==> src/rtl/cr_pkg.sv <==
// Shared constants for the clock recovery watchdog block
package cr_pkg;

  // ----------------------------------------------------------------
  // Register offsets (byte addresses)
  // ----------------------------------------------------------------
  localparam logic [7:0] CTRL_OFS   = 8'h00;
  localparam logic [7:0] FREQ_OFS   = 8'h04;
  localparam logic [7:0] STATUS_OFS = 8'h08;
  localparam logic [7:0] MASK_OFS   = 8'h0c;
  localparam logic [7:0] COUNT_OFS  = 8'h10;
  localparam logic [7:0] RESULT_OFS = 8'h14;

  // ----------------------------------------------------------------
  // Field positions and widths
  // ----------------------------------------------------------------
  localparam int CTRL_RUN_BIT     = 0;
  localparam int CTRL_UNIT_BIT    = 1;
  localparam int CTRL_RST_EXP_BIT = 2;
  localparam int CTRL_RST_RET_BIT = 3;
  localparam int CTRL_PROG_BIT    = 4;
  localparam int CTRL_SOFT_BIT    = 5;
  localparam int CTRL_COUNT_LSB   = 8;
  localparam int FREQ_N_LSB       = 0;
  localparam int FREQ_M_LSB       = 8;
  localparam int FREQ_SEL_LSB     = 16;
  localparam int ST_EXPIRY_BIT    = 0;
  localparam int ST_RETUNE_BIT    = 1;
  localparam int COUNT_ARMED_BIT  = 8;
  localparam int COUNT_W          = 5;
  localparam int N_W              = 8;
  localparam int M_W              = 7;
  localparam int SEL_W            = 5;
  localparam int GEAR_W           = 24;
  localparam int PROD_W           = 33;
  localparam int DIV_W            = 8;
  localparam int ST_W             = 2;

  // ----------------------------------------------------------------
  // Writable bits and reset values
  // ----------------------------------------------------------------
  localparam logic [31:0] CTRL_WMASK  = 32'h0000_1f3f;
  localparam logic [31:0] FREQ_WMASK  = 32'h001f_7fff;
  localparam logic [31:0] CTRL_RESET  = 32'h0000_1000;
  localparam logic [31:0] FREQ_RESET  = 32'h0000_0000;
  localparam logic [1:0]  MASK_RESET  = 2'h0;
  localparam logic [8:0]  RATIO_BIAS  = 9'h003;

  // ----------------------------------------------------------------
  // Timing
  // ----------------------------------------------------------------
  localparam int unsigned CLK_KHZ           = 125000;
  localparam int unsigned TICK_SHORT_MS     = 150;
  localparam int unsigned TICK_LONG_MS      = 2500;
  localparam int unsigned TICK_SHORT_CYCLES = CLK_KHZ * TICK_SHORT_MS;
  localparam int unsigned TICK_LONG_CYCLES  = CLK_KHZ * TICK_LONG_MS;
  localparam logic [4:0]  RESET_PULSE_CYCLES = 5'h10;

  // ----------------------------------------------------------------
  // Types
  // ----------------------------------------------------------------
  typedef enum logic [0:0] {DIV_IDLE, DIV_RUN} div_state_type;

endpackage

==> src/rtl/tick_gen.sv <==
// Unit tick generator for the watchdog countdown
`timescale 1ns/1ns
module tick_gen #(
  parameter int unsigned SHORT_CYCLES = cr_pkg::TICK_SHORT_CYCLES,
  parameter int unsigned LONG_CYCLES  = cr_pkg::TICK_LONG_CYCLES
)(
  // Clock and reset
  input  wire logic clk,
  input  wire logic rstn,
  // Control
  input  wire logic restart,
  input  wire logic long_unit,
  // Tick out
  output logic      tick
);
  logic [31:0] cnt_q;
  logic [31:0] limit;

  assign limit = long_unit ? 32'(LONG_CYCLES - 1) : 32'(SHORT_CYCLES - 1);

  // ----------------------------------------------------------------
  // Cycle counter, one tick per unit
  // ----------------------------------------------------------------
  always_ff @(posedge clk or negedge rstn)
  begin
    if (!rstn)
      cnt_q <= 32'h0;
    else if (restart || cnt_q >= limit)
      cnt_q <= 32'h0;
    else
      cnt_q <= cnt_q + 32'h1;
  end

  always_ff @(posedge clk or negedge rstn)
  begin
    if (!rstn)
      tick <= 1'b0;
    else
      tick <= !restart && (cnt_q == limit);
  end
endmodule

==> src/rtl/ratio_divider.sv <==
// Sequential restoring divider for the clock ratio
`timescale 1ns/1ns
module ratio_divider (
  // Clock and reset
  input  wire logic                      clk,
  input  wire logic                      rstn,
  // Request
  input  wire logic                      start,
  input  wire logic [cr_pkg::PROD_W-1:0] dividend,
  input  wire logic [cr_pkg::DIV_W-1:0]  divisor,
  // Answer
  output logic                           busy,
  output logic                           done,
  output logic [cr_pkg::PROD_W-1:0]      quotient
);
  cr_pkg::div_state_type          state_q;
  logic [cr_pkg::DIV_W-1:0]       rem_q;
  logic [cr_pkg::DIV_W-1:0]       div_q;
  logic [5:0]                     bits_q;
  logic [cr_pkg::DIV_W:0]         trial;

  assign trial = {rem_q, quotient[cr_pkg::PROD_W-1]};
  assign busy  = (state_q == cr_pkg::DIV_RUN);

  // ----------------------------------------------------------------
  // One quotient bit per cycle
  // ----------------------------------------------------------------
  always_ff @(posedge clk or negedge rstn)
  begin
    if (!rstn)
    begin
      state_q  <= cr_pkg::DIV_IDLE;
      rem_q    <= '0;
      div_q    <= '0;
      bits_q   <= 6'h0;
      quotient <= '0;
      done     <= 1'b0;
    end
    else
    begin
      done <= 1'b0;
      case (state_q)
        cr_pkg::DIV_IDLE:
          if (start)
          begin
            quotient <= dividend;
            div_q    <= divisor;
            rem_q    <= '0;
            bits_q   <= 6'(cr_pkg::PROD_W);
            state_q  <= cr_pkg::DIV_RUN;
          end
        cr_pkg::DIV_RUN:
        begin
          if (trial >= {1'b0, div_q})
          begin
            rem_q    <= cr_pkg::DIV_W'(trial - {1'b0, div_q});
            quotient <= {quotient[cr_pkg::PROD_W-2:0], 1'b1};
          end
          else
          begin
            rem_q    <= trial[cr_pkg::DIV_W-1:0];
            quotient <= {quotient[cr_pkg::PROD_W-2:0], 1'b0};
          end
          bits_q <= bits_q - 6'h1;
          if (bits_q == 6'h1)
          begin
            state_q <= cr_pkg::DIV_IDLE;
            done    <= 1'b1;
          end
        end
        default:
          state_q <= cr_pkg::DIV_IDLE;
      endcase
    end
  end
endmodule

==> src/rtl/clock_recovery_watchdog.sv <==
// Recovery watchdog, retune reset and CPU clock ratio control behind Wishbone
//
// Register access over Wishbone and the placing of the registers were chosen for this implementation.
`timescale 1ns/1ns
// Operation
// - Expiry flag reads 0 before expiry, 1 after; writing 1 clears, 0 keeps.
// - Expiry interval is held in a 5-bit reload field.
// - Unit select 0 gives 150 ms ticks, 1 gives 2.5 s ticks.
// - Countdown reaching zero sets the sticky expiry flag until software clears it.
// - Reset pulse on every expiry only while reset-on-expiry enable is 1.
// - Reset pulse after each frequency change only while reset-on-retune enable is 1.
// - In programmable mode CPU clock is gear times (N+3) over (M+3).
// - Gear comes from latched strap select or software select, whichever is used.
// - Run enable 0 stops and reloads; 1 counts after a frequency change.
module clock_recovery_watchdog #(
  parameter int unsigned SHORT_TICK_CYCLES = cr_pkg::TICK_SHORT_CYCLES,
  parameter int unsigned LONG_TICK_CYCLES  = cr_pkg::TICK_LONG_CYCLES
)(
  // Clock and reset
  input  wire logic                           clk,
  input  wire logic                           rstn,
  // Wishbone slave
  input  wire logic                           wb_cyc_i,
  input  wire logic                           wb_stb_i,
  input  wire logic                           wb_we_i,
  input  wire logic [7:0]                     wb_adr_i,
  input  wire logic [3:0]                     wb_sel_i,
  input  wire logic [31:0]                    wb_dat_i,
  output logic [31:0]                         wb_dat_o,
  output logic                                wb_ack_o,
  // Frequency select and gear table
  input  wire logic [cr_pkg::SEL_W-1:0]       strap_frequency_select,
  output logic [cr_pkg::SEL_W-1:0]            gear_index_o,
  input  wire logic [cr_pkg::GEAR_W-1:0]      gear_value_i,
  // Results
  output logic [cr_pkg::PROD_W-1:0]           cpu_freq_o,
  output logic                                sys_reset_o,
  output logic                                irq_o
);
  logic [31:0]                  ctrl_q;
  logic [31:0]                  freq_q;
  logic [31:0]                  ctrl_d;
  logic [31:0]                  freq_d;
  logic [cr_pkg::ST_W-1:0]      status_q;
  logic [cr_pkg::ST_W-1:0]      status_clr;
  logic [cr_pkg::ST_W-1:0]      status_set;
  logic [cr_pkg::ST_W-1:0]      mask_q;
  logic                         req;
  logic                         wr_take;
  logic [31:0]                  rd_word;
  logic                         watchdog_run_enable;
  logic                         tick_unit_select;
  logic                         reset_on_expiry_enable;
  logic                         reset_on_retune_enable;
  logic                         prog_freq_enable;
  logic                         soft_select_use;
  logic [cr_pkg::COUNT_W-1:0]   expiry_count_field;
  logic [cr_pkg::N_W-1:0]       num_val;
  logic [cr_pkg::M_W-1:0]       den_val;
  logic [cr_pkg::SEL_W-1:0]     soft_sel;
  logic [cr_pkg::SEL_W-1:0]     strap_meta_q;
  logic [cr_pkg::SEL_W-1:0]     strap_sync_q;
  logic [cr_pkg::SEL_W-1:0]     strap_latched_q;
  logic [1:0]                   strap_wait_q;
  logic                         retune_req;
  logic                         pending_q;
  logic                         div_start;
  logic                         div_busy;
  logic                         div_done;
  logic [cr_pkg::PROD_W-1:0]    div_quot;
  logic [cr_pkg::PROD_W-1:0]    ratio_q;
  logic [cr_pkg::COUNT_W-1:0]   count_q;
  logic                         armed_q;
  logic                         tick;
  logic                         expire;
  logic                         pulse_trigger;
  logic [4:0]                   pulse_cnt_q;

  // ----------------------------------------------------------------
  // Helpers
  // ----------------------------------------------------------------
  function automatic logic reg_hit(input logic [7:0] adr, input logic [7:0] ofs);
    return adr[7:2] == ofs[7:2];
  endfunction

  function automatic logic [31:0] merge_bytes(input logic [31:0] old_v, input logic [31:0] new_v,
                                              input logic [3:0] sel);
    logic [31:0] r;
    r = old_v;
    for (int i = 0; i < 4; i++)
      if (sel[i])
        r[8*i +: 8] = new_v[8*i +: 8];
    return r;
  endfunction

  // ----------------------------------------------------------------
  // Field views
  // ----------------------------------------------------------------
  assign watchdog_run_enable    = ctrl_q[cr_pkg::CTRL_RUN_BIT];
  assign tick_unit_select       = ctrl_q[cr_pkg::CTRL_UNIT_BIT];
  assign reset_on_expiry_enable = ctrl_q[cr_pkg::CTRL_RST_EXP_BIT];
  assign reset_on_retune_enable = ctrl_q[cr_pkg::CTRL_RST_RET_BIT];
  assign prog_freq_enable       = ctrl_q[cr_pkg::CTRL_PROG_BIT];
  assign soft_select_use        = ctrl_q[cr_pkg::CTRL_SOFT_BIT];
  assign expiry_count_field     = ctrl_q[cr_pkg::CTRL_COUNT_LSB +: cr_pkg::COUNT_W];
  assign num_val                = freq_q[cr_pkg::FREQ_N_LSB +: cr_pkg::N_W];
  assign den_val                = freq_q[cr_pkg::FREQ_M_LSB +: cr_pkg::M_W];
  assign soft_sel               = freq_q[cr_pkg::FREQ_SEL_LSB +: cr_pkg::SEL_W];

  // ----------------------------------------------------------------
  // Bus handshake and read data
  // ----------------------------------------------------------------
  assign req     = wb_cyc_i & wb_stb_i;
  assign wr_take = req & wb_we_i & wb_ack_o;
  assign ctrl_d  = merge_bytes(ctrl_q, wb_dat_i, wb_sel_i) & cr_pkg::CTRL_WMASK;
  assign freq_d  = merge_bytes(freq_q, wb_dat_i, wb_sel_i) & cr_pkg::FREQ_WMASK;

  always_comb
  begin
    rd_word = 32'h0;
    if (reg_hit(wb_adr_i, cr_pkg::CTRL_OFS))
      rd_word = ctrl_q;
    else if (reg_hit(wb_adr_i, cr_pkg::FREQ_OFS))
      rd_word = freq_q;
    else if (reg_hit(wb_adr_i, cr_pkg::STATUS_OFS))
      rd_word = {30'h0, status_q};
    else if (reg_hit(wb_adr_i, cr_pkg::MASK_OFS))
      rd_word = {30'h0, mask_q};
    else if (reg_hit(wb_adr_i, cr_pkg::COUNT_OFS))
      rd_word = {23'h0, armed_q, 3'h0, count_q};
    else if (reg_hit(wb_adr_i, cr_pkg::RESULT_OFS))
      rd_word = cpu_freq_o[31:0];
  end

  always_ff @(posedge clk or negedge rstn)
  begin
    if (!rstn)
      wb_ack_o <= 1'b0;
    else
      wb_ack_o <= req & ~wb_ack_o;
  end

  always_ff @(posedge clk or negedge rstn)
  begin
    if (!rstn)
      wb_dat_o <= 32'h0;
    else if (req & ~wb_ack_o & ~wb_we_i)
      wb_dat_o <= rd_word;
  end

  // ----------------------------------------------------------------
  // Control, frequency and mask registers
  // ----------------------------------------------------------------
  always_ff @(posedge clk or negedge rstn)
  begin
    if (!rstn)
      ctrl_q <= cr_pkg::CTRL_RESET;
    else if (wr_take && reg_hit(wb_adr_i, cr_pkg::CTRL_OFS))
      ctrl_q <= ctrl_d;
  end

  always_ff @(posedge clk or negedge rstn)
  begin
    if (!rstn)
      freq_q <= cr_pkg::FREQ_RESET;
    else if (wr_take && reg_hit(wb_adr_i, cr_pkg::FREQ_OFS))
      freq_q <= freq_d;
  end

  always_ff @(posedge clk or negedge rstn)
  begin
    if (!rstn)
      mask_q <= cr_pkg::MASK_RESET;
    else if (wr_take && reg_hit(wb_adr_i, cr_pkg::MASK_OFS) && wb_sel_i[0])
      mask_q <= wb_dat_i[cr_pkg::ST_W-1:0];
  end

  // ----------------------------------------------------------------
  // Sticky status, write one to clear, set wins
  // ----------------------------------------------------------------
  assign status_set = {div_done, expire};
  assign status_clr = (wr_take && reg_hit(wb_adr_i, cr_pkg::STATUS_OFS) && wb_sel_i[0]) ?
                      wb_dat_i[cr_pkg::ST_W-1:0] : '0;

  always_ff @(posedge clk or negedge rstn)
  begin
    if (!rstn)
      status_q <= '0;
    else
      status_q <= (status_q & ~status_clr) | status_set;
  end

  always_ff @(posedge clk or negedge rstn)
  begin
    if (!rstn)
      irq_o <= 1'b0;
    else
      irq_o <= |(status_q & mask_q);
  end

  // ----------------------------------------------------------------
  // Strap capture after reset release
  // ----------------------------------------------------------------
  always_ff @(posedge clk or negedge rstn)
  begin
    if (!rstn)
    begin
      strap_meta_q <= '0;
      strap_sync_q <= '0;
    end
    else
    begin
      strap_meta_q <= strap_frequency_select;
      strap_sync_q <= strap_meta_q;
    end
  end

  always_ff @(posedge clk or negedge rstn)
  begin
    if (!rstn)
    begin
      strap_wait_q    <= 2'h0;
      strap_latched_q <= '0;
    end
    else if (strap_wait_q != 2'h3)
    begin
      strap_wait_q <= strap_wait_q + 2'h1;
      if (strap_wait_q == 2'h2)
        strap_latched_q <= strap_sync_q;
    end
  end

  assign gear_index_o = soft_select_use ? soft_sel : strap_latched_q;

  // ----------------------------------------------------------------
  // Frequency change detection and ratio computation
  // ----------------------------------------------------------------
  assign retune_req = wr_take &&
                      ((reg_hit(wb_adr_i, cr_pkg::FREQ_OFS) && (|wb_sel_i[2:0])) ||
                       (reg_hit(wb_adr_i, cr_pkg::CTRL_OFS) &&
                        (ctrl_d[cr_pkg::CTRL_PROG_BIT] != prog_freq_enable ||
                         ctrl_d[cr_pkg::CTRL_SOFT_BIT] != soft_select_use)));
  assign div_start  = pending_q & ~div_busy;

  always_ff @(posedge clk or negedge rstn)
  begin
    if (!rstn)
      pending_q <= 1'b0;
    else if (retune_req)
      pending_q <= 1'b1;
    else if (div_start)
      pending_q <= 1'b0;
  end

  // Divisor is M+3, never zero; a ratio above one is left to software
  ratio_divider u_div (
    .clk      (clk),
    .rstn     (rstn),
    .start    (div_start),
    .dividend (cr_pkg::PROD_W'(gear_value_i) * cr_pkg::PROD_W'({1'b0, num_val} + cr_pkg::RATIO_BIAS)),
    .divisor  (cr_pkg::DIV_W'({2'b0, den_val} + cr_pkg::RATIO_BIAS)),
    .busy     (div_busy),
    .done     (div_done),
    .quotient (div_quot)
  );

  always_ff @(posedge clk or negedge rstn)
  begin
    if (!rstn)
      ratio_q <= '0;
    else if (div_done)
      ratio_q <= div_quot;
  end

  always_ff @(posedge clk or negedge rstn)
  begin
    if (!rstn)
      cpu_freq_o <= '0;
    else
      cpu_freq_o <= prog_freq_enable ? ratio_q : cr_pkg::PROD_W'(gear_value_i);
  end

  // ----------------------------------------------------------------
  // Watchdog countdown
  // ----------------------------------------------------------------
  tick_gen #(
    .SHORT_CYCLES (SHORT_TICK_CYCLES),
    .LONG_CYCLES  (LONG_TICK_CYCLES)
  ) u_tick (
    .clk       (clk),
    .rstn      (rstn),
    .restart   (~armed_q | div_done),
    .long_unit (tick_unit_select),
    .tick      (tick)
  );

  assign expire = watchdog_run_enable & armed_q & tick & (count_q <= 5'h01);

  always_ff @(posedge clk or negedge rstn)
  begin
    if (!rstn)
    begin
      count_q <= '0;
      armed_q <= 1'b0;
    end
    else if (!watchdog_run_enable)
    begin
      count_q <= expiry_count_field;
      armed_q <= 1'b0;
    end
    else if (div_done)
    begin
      count_q <= expiry_count_field;
      armed_q <= 1'b1;
    end
    else if (armed_q && tick)
    begin
      if (count_q <= 5'h01)
      begin
        count_q <= '0;
        armed_q <= 1'b0;
      end
      else
        count_q <= count_q - 5'h01;
    end
  end

  // ----------------------------------------------------------------
  // System reset pulse
  // ----------------------------------------------------------------
  assign pulse_trigger = (expire & reset_on_expiry_enable) |
                         (div_done & reset_on_retune_enable);

  always_ff @(posedge clk or negedge rstn)
  begin
    if (!rstn)
      pulse_cnt_q <= 5'h0;
    else if (pulse_trigger)
      pulse_cnt_q <= cr_pkg::RESET_PULSE_CYCLES;
    else if (pulse_cnt_q != 5'h0)
      pulse_cnt_q <= pulse_cnt_q - 5'h1;
  end

  always_ff @(posedge clk or negedge rstn)
  begin
    if (!rstn)
      sys_reset_o <= 1'b0;
    else
      sys_reset_o <= pulse_trigger | (pulse_cnt_q > 5'h1);
  end

  // ----------------------------------------------------------------
  // Checks
  // ----------------------------------------------------------------
  flag_set_a: assert property (@(posedge clk) disable iff (!rstn)
    expire |=> status_q[cr_pkg::ST_EXPIRY_BIT]) else $error("expiry did not set flag");
  flag_clear_a: assert property (@(posedge clk) disable iff (!rstn)
    (status_clr[cr_pkg::ST_EXPIRY_BIT] && !expire) |=> !status_q[cr_pkg::ST_EXPIRY_BIT])
    else $error("write one did not clear flag");
  flag_keep_a: assert property (@(posedge clk) disable iff (!rstn)
    (status_q[cr_pkg::ST_EXPIRY_BIT] && !status_clr[cr_pkg::ST_EXPIRY_BIT]) |=> status_q[cr_pkg::ST_EXPIRY_BIT])
    else $error("flag lost without clear");
  expiry_pulse_a: assert property (@(posedge clk) disable iff (!rstn)
    (expire && reset_on_expiry_enable) |=> sys_reset_o) else $error("no reset on expiry");
  retune_pulse_a: assert property (@(posedge clk) disable iff (!rstn)
    (div_done && reset_on_retune_enable) |=> sys_reset_o) else $error("no reset on retune");
  pulse_cause_a: assert property (@(posedge clk) disable iff (!rstn)
    $rose(sys_reset_o) |-> $past(pulse_trigger)) else $error("reset pulse without cause");
  pulse_width_a: assert property (@(posedge clk) disable iff (!rstn)
    $fell(sys_reset_o) |-> ($past(pulse_cnt_q) == 5'h1 && !$past(pulse_trigger))) else $error("reset pulse width");
  pulse_hold_a: assert property (@(posedge clk) disable iff (!rstn)
    $rose(sys_reset_o) |-> sys_reset_o [*8]) else $error("reset pulse too short");
  stop_reload_a: assert property (@(posedge clk) disable iff (!rstn)
    !watchdog_run_enable |=> (count_q == $past(expiry_count_field) && !armed_q)) else $error("stop did not reload");
  count_step_a: assert property (@(posedge clk) disable iff (!rstn)
    (watchdog_run_enable && armed_q && tick && !div_done && count_q > 5'h01) |=> count_q == $past(count_q) - 5'h01)
    else $error("countdown step wrong");
  gear_pick_a: assert property (@(posedge clk) disable iff (!rstn)
    soft_select_use |-> gear_index_o == soft_sel) else $error("gear select not software");
  ratio_out_a: assert property (@(posedge clk) disable iff (!rstn)
    (prog_freq_enable && $stable(prog_freq_enable) && $past(div_done)) |=> cpu_freq_o == $past(div_quot, 2))
    else $error("cpu clock ratio not applied");
endmodule

==> config.mk <==
export PLATFORM = sky130hd
export DESIGN_NAME = clock_recovery_watchdog
export DESIGN_NICKNAME = d
export VERILOG_FILES = /design/src/rtl/cr_pkg.sv /design/src/rtl/tick_gen.sv /design/src/rtl/ratio_divider.sv /design/src/rtl/clock_recovery_watchdog.sv
export SDC_FILE = /design/constraint.sdc
export NUM_CORES = 1
export LEC_CHECK = 0
export BUFFER_PORTS_ARGS = -buffer_cell sky130_fd_sc_hd__buf_2
export CORE_MARGIN = 2
export CORE_UTILIZATION = 50
export CTS_CLUSTER_DIAMETER = 40
export CTS_CLUSTER_SIZE = 12
export DETAILED_ROUTE_END_ITERATION = 8
export PLACE_DENSITY = 0.65
export SLEW_MARGIN = 10
export SYNTH_ARGS = -nofsm -noshare
export SYNTH_HDL_FRONTEND = slang
export SYNTH_SLANG_ARGS = --single-unit
==> constraint.sdc <==
create_clock -name clk -period 10.55 [get_ports clk]
set_input_delay 2.6375 -clock clk [delete_from_list [all_inputs] [get_ports clk]]
set_output_delay 2.6375 -clock clk [all_outputs]
set_load 0.01 [all_outputs]
==> key figures <==
Setup path
  • CP Capture Type: flip-flop
  • Critical path required time: 10.93 ns
  • Crit start category: primary input
  • WS Path Type: primary input to flip-flop
  • FF-to-FF setup slack: 3.40 ns
  • CP Max Fanout: 10
  • Crit path DAT: 7.70 ns

STA
  • Final Skew: 0.0217 ns
  • Period utilisation layout: 0.694
  • RSZ-0062 raised after global routing: false
  • Setup violators final: 0
  • Fmax: 137 MHz
  • Max Slew Vio Count: 0
  • Worst Max-Slew Pin Slew: 1.09 ns
  • Worst setup margin: 3.23 ns
  • Final min period: 7.32 ns
  • Final hold vios: 0
  • Final TNS setup: 0 ns
  • Slew HR: 0.271

Logic synthesis
  • Dominant synthesized flop cell: dfrtp_1
  • Cell count after synthesis: 1872
  • Share of the yosys chip area belonging to registers: 0.347
  • Yosys cell types: 65
  • Area of the mapped netlist: 0.0184 sq mm
  • Async SR Flop Fraction: 1.00
  • Post-Syn Area per Cell: 9.82 sq um
  • Share of the synthesized area in the top cell type: 0.346
  • Count leader, synth: dfrtp_1
  • YS warnings: 0
  • Synth top cells by count: 254 x dfrtp_1, 224 x inv_1, 199 x nand2_1
  • Top cells by area, synth: dfrtp_1 35%, fa_1 17%, ha_1 5.9%
  • Area leader, netlist: dfrtp_1
  • Post-synth EDFFs: 0
  • Register bit total from synthesis: 255

GRT
  • Total track usage: 0.238
  • First-pass GRT wire length: 73200 microns
  • Initial antenna violation count: 1
  • Largest net degree at the start of global routing: 110
  • GR Overflow Total: 0
  • Vias in the first global route: 13818

Job
  • Max_cap viols: 0

Power
  • Comb power frac: 0.224
  • Clock network power share: 0.378
  • Switching part of the total: 0.305
  • Peak supply drop: 91.0 uV
  • Internal power: 2180 uW
  • NetSw: 954 uW
  • Sequential share of power: 0.397
  • Cell leakage power: 0.0101 uW
  • Power Dens Cells: 152 mW/mm^2
  • Power, Total: 3130 uW

Route
  • Residual DRC count: 0
  • ANT nets after route: 0
  • Vias: 13605
  • Initial DRC count: 744
  • Drt total wl: 44600 microns
  • WL/cell: 18.1 microns
  • Drt via density: 5.51
  • Drt pass-1 iters: 5

Die
  • Die height: 196 microns
  • Die area: 0.0383 sq mm
  • I/O Pins: 151
  • Number of core rows: 70
  • Core Footprint: 0.0364 sq mm
  • Starting Density: 0.505
  • DIE WIDTH: 196 microns

Place
  • Pre-CTS WS: 2.76 ns
  • Buffers on Ports: 135
  • Placed Area: 0.0195 sq mm
  • Final HPWL DP: 31800 microns
  • Global placer's final weighted congestion: 0.875

Clock network
  • Skew-Pair Late Insertion Delay: 0.51 ns
  • Post-CTS Setup Bufs: 0
  • CTS tree: done
  • Clock Sinks: 255
  • CTS Buf Count: 35
  • Clock slew at reported path FFs: 0.06 ns
  • Max H-tree Level: 2
  • Post-CTS Hold Buffers: 0
  • CTS Buffer Depth: 3
  • CTS Root Cell: clkbuf_16
  • CTS resizes: 0

Cells and area
  • Final Net Count: 2298
  • Layout Area Growth over Synthesis: 12.4%
  • Fin util: 0.567
  • Final instance area: 0.0207 sq mm
  • Share of cells above drive strength 1: 0.160

Worst hold path
  • Worst Hold Class: flip-flop to flip-flop

Run status
  • Status: finished, final reports clean
==> final timing paths <==
check | depth (start not counted) | startpoint | to
min reg2reg | 0 | strap_meta_q[4] | strap_sync_q[4]
max reg2reg | 22 | freq_q[0] | u_div.quotient[28]
max | 18 | gear_value_i[0] | u_div.quotient[28]
min in group asynchronous | 1 | rstn | u_tick.cnt_q[24]
min | 0 | strap_meta_q[4] | strap_sync_q[4]
max in group asynchronous | 2 | rstn | wb_dat_o[14]
==> routing by layer <==
metal	up-vias	wire length (microns)	global-route usage
met4	0	898	0.0584
met2	330	21600	0.404
met1	6887	20000	0.330
li1	6332	-	-
met3	56	2090	0.0270
met5	-	0	0
==> cell usage in the layout, fill, tap and decap left out, drive strengths merged, types with 5 or more instances in the layout <==
cell	count
fa	156
and2	133
a31oi	11
a211oi	6
a21o	13
nor3b	18
clkinv	5
a21oi	65
buf	153
or3	7
nand2b	38
mux2i	20
xor2	29
and3	13
a222oi	5
nand4	13
o31ai	5
nor2b	19
ha	87
xnor2	45
o21ai	107
dfrtp	254
clkbuf	42
mux2	95
nor2	103
a221oi	17
o21a	7
nand3b	5
inv	231
nand3	21
nand2	199
nor3	22
==> critical path, cell delays in order <==
cell,delay [ns]
buf_2,0.20
nand2_1,0.11
fa_1,0.54
fa_1,0.54
inv_1,0.05
fa_1,0.53
inv_1,0.06
fa_1,0.54
inv_1,0.04
ha_1,0.35
a21o_1,0.22
a21oi_1,0.30
a211oi_1,0.14
nor3_1,0.53
a31oi_1,0.30
a31oi_1,0.26
xor2_1,0.23
o21ai_0,0.10
==> area by class of cell <==
| class | instances | area, sq um |
|---|---|---|
| antenna | 1 | 2.50 |
| clock buffer | 42 | 922 |
| clock inverter | 20 | 240 |
| fill | 3211 | 15800 |
| inverter | 224 | 841 |
| multi-input combinational | 1308 | 10900 |
| sequential | 255 | 6380 |
| tap | 468 | 586 |
| timing repair buffer | 153 | 821 |
==> flip-flops by register name, summed over array words and instances (netlist names), 2 cells and up <==
signal,count
u_div.quotient,33
mask_q,2
cpu_freq_o,33
ctrl_q,11
u_div.rem_q,8
wb_dat_o,32
u_div.div_q,8
freq_q,20
count_q,5
strap_meta_q,5
pulse_cnt_q,5
ratio_q,33
u_tick.cnt_q,32
status_q,2
strap_latched_q,5
strap_sync_q,5
u_div.bits_q,6
strap_wait_q,2
==> through the flow <==
step	hold WS (ns)	instances
finish	0.348	2471
CTS	0.351	2470
global route	0.350	2471
detailed placement	0.340	2408
floorplan	0.331	1873
global placement	0.332	2408
==> power groups by stage <==
| stage | clock network, uW | logic [uW] | registers, uW |
|---|---|---|---|
| after floorplan | 0 | 515 | 1230 |
| after global routing | 1250 | 802 | 1270 |
| final | 1180 | 702 | 1240 |
| after CTS | 1200 | 707 | 1240 |
| after global placement | 0 | 679 | 1250 |
| after detailed placement | 0 | 700 | 1260 |
==> logic make-up after synthesis <==
| kind of cell | synth area share |
|---|---|
| AOI/OAI and AO/OA | 0.0897 |
| xor gates and xnor gates | 0.0352 |
| adders and majority gates | 0.229 |
| buffers and inverters | 0.0635 |
| DFF | 0.347 |
| muxes | 0.0691 |
| other | 0.000204 |
| and+or+nand+nor | 0.166 |
No activity file was read; power rests on OpenSTA's default activity.
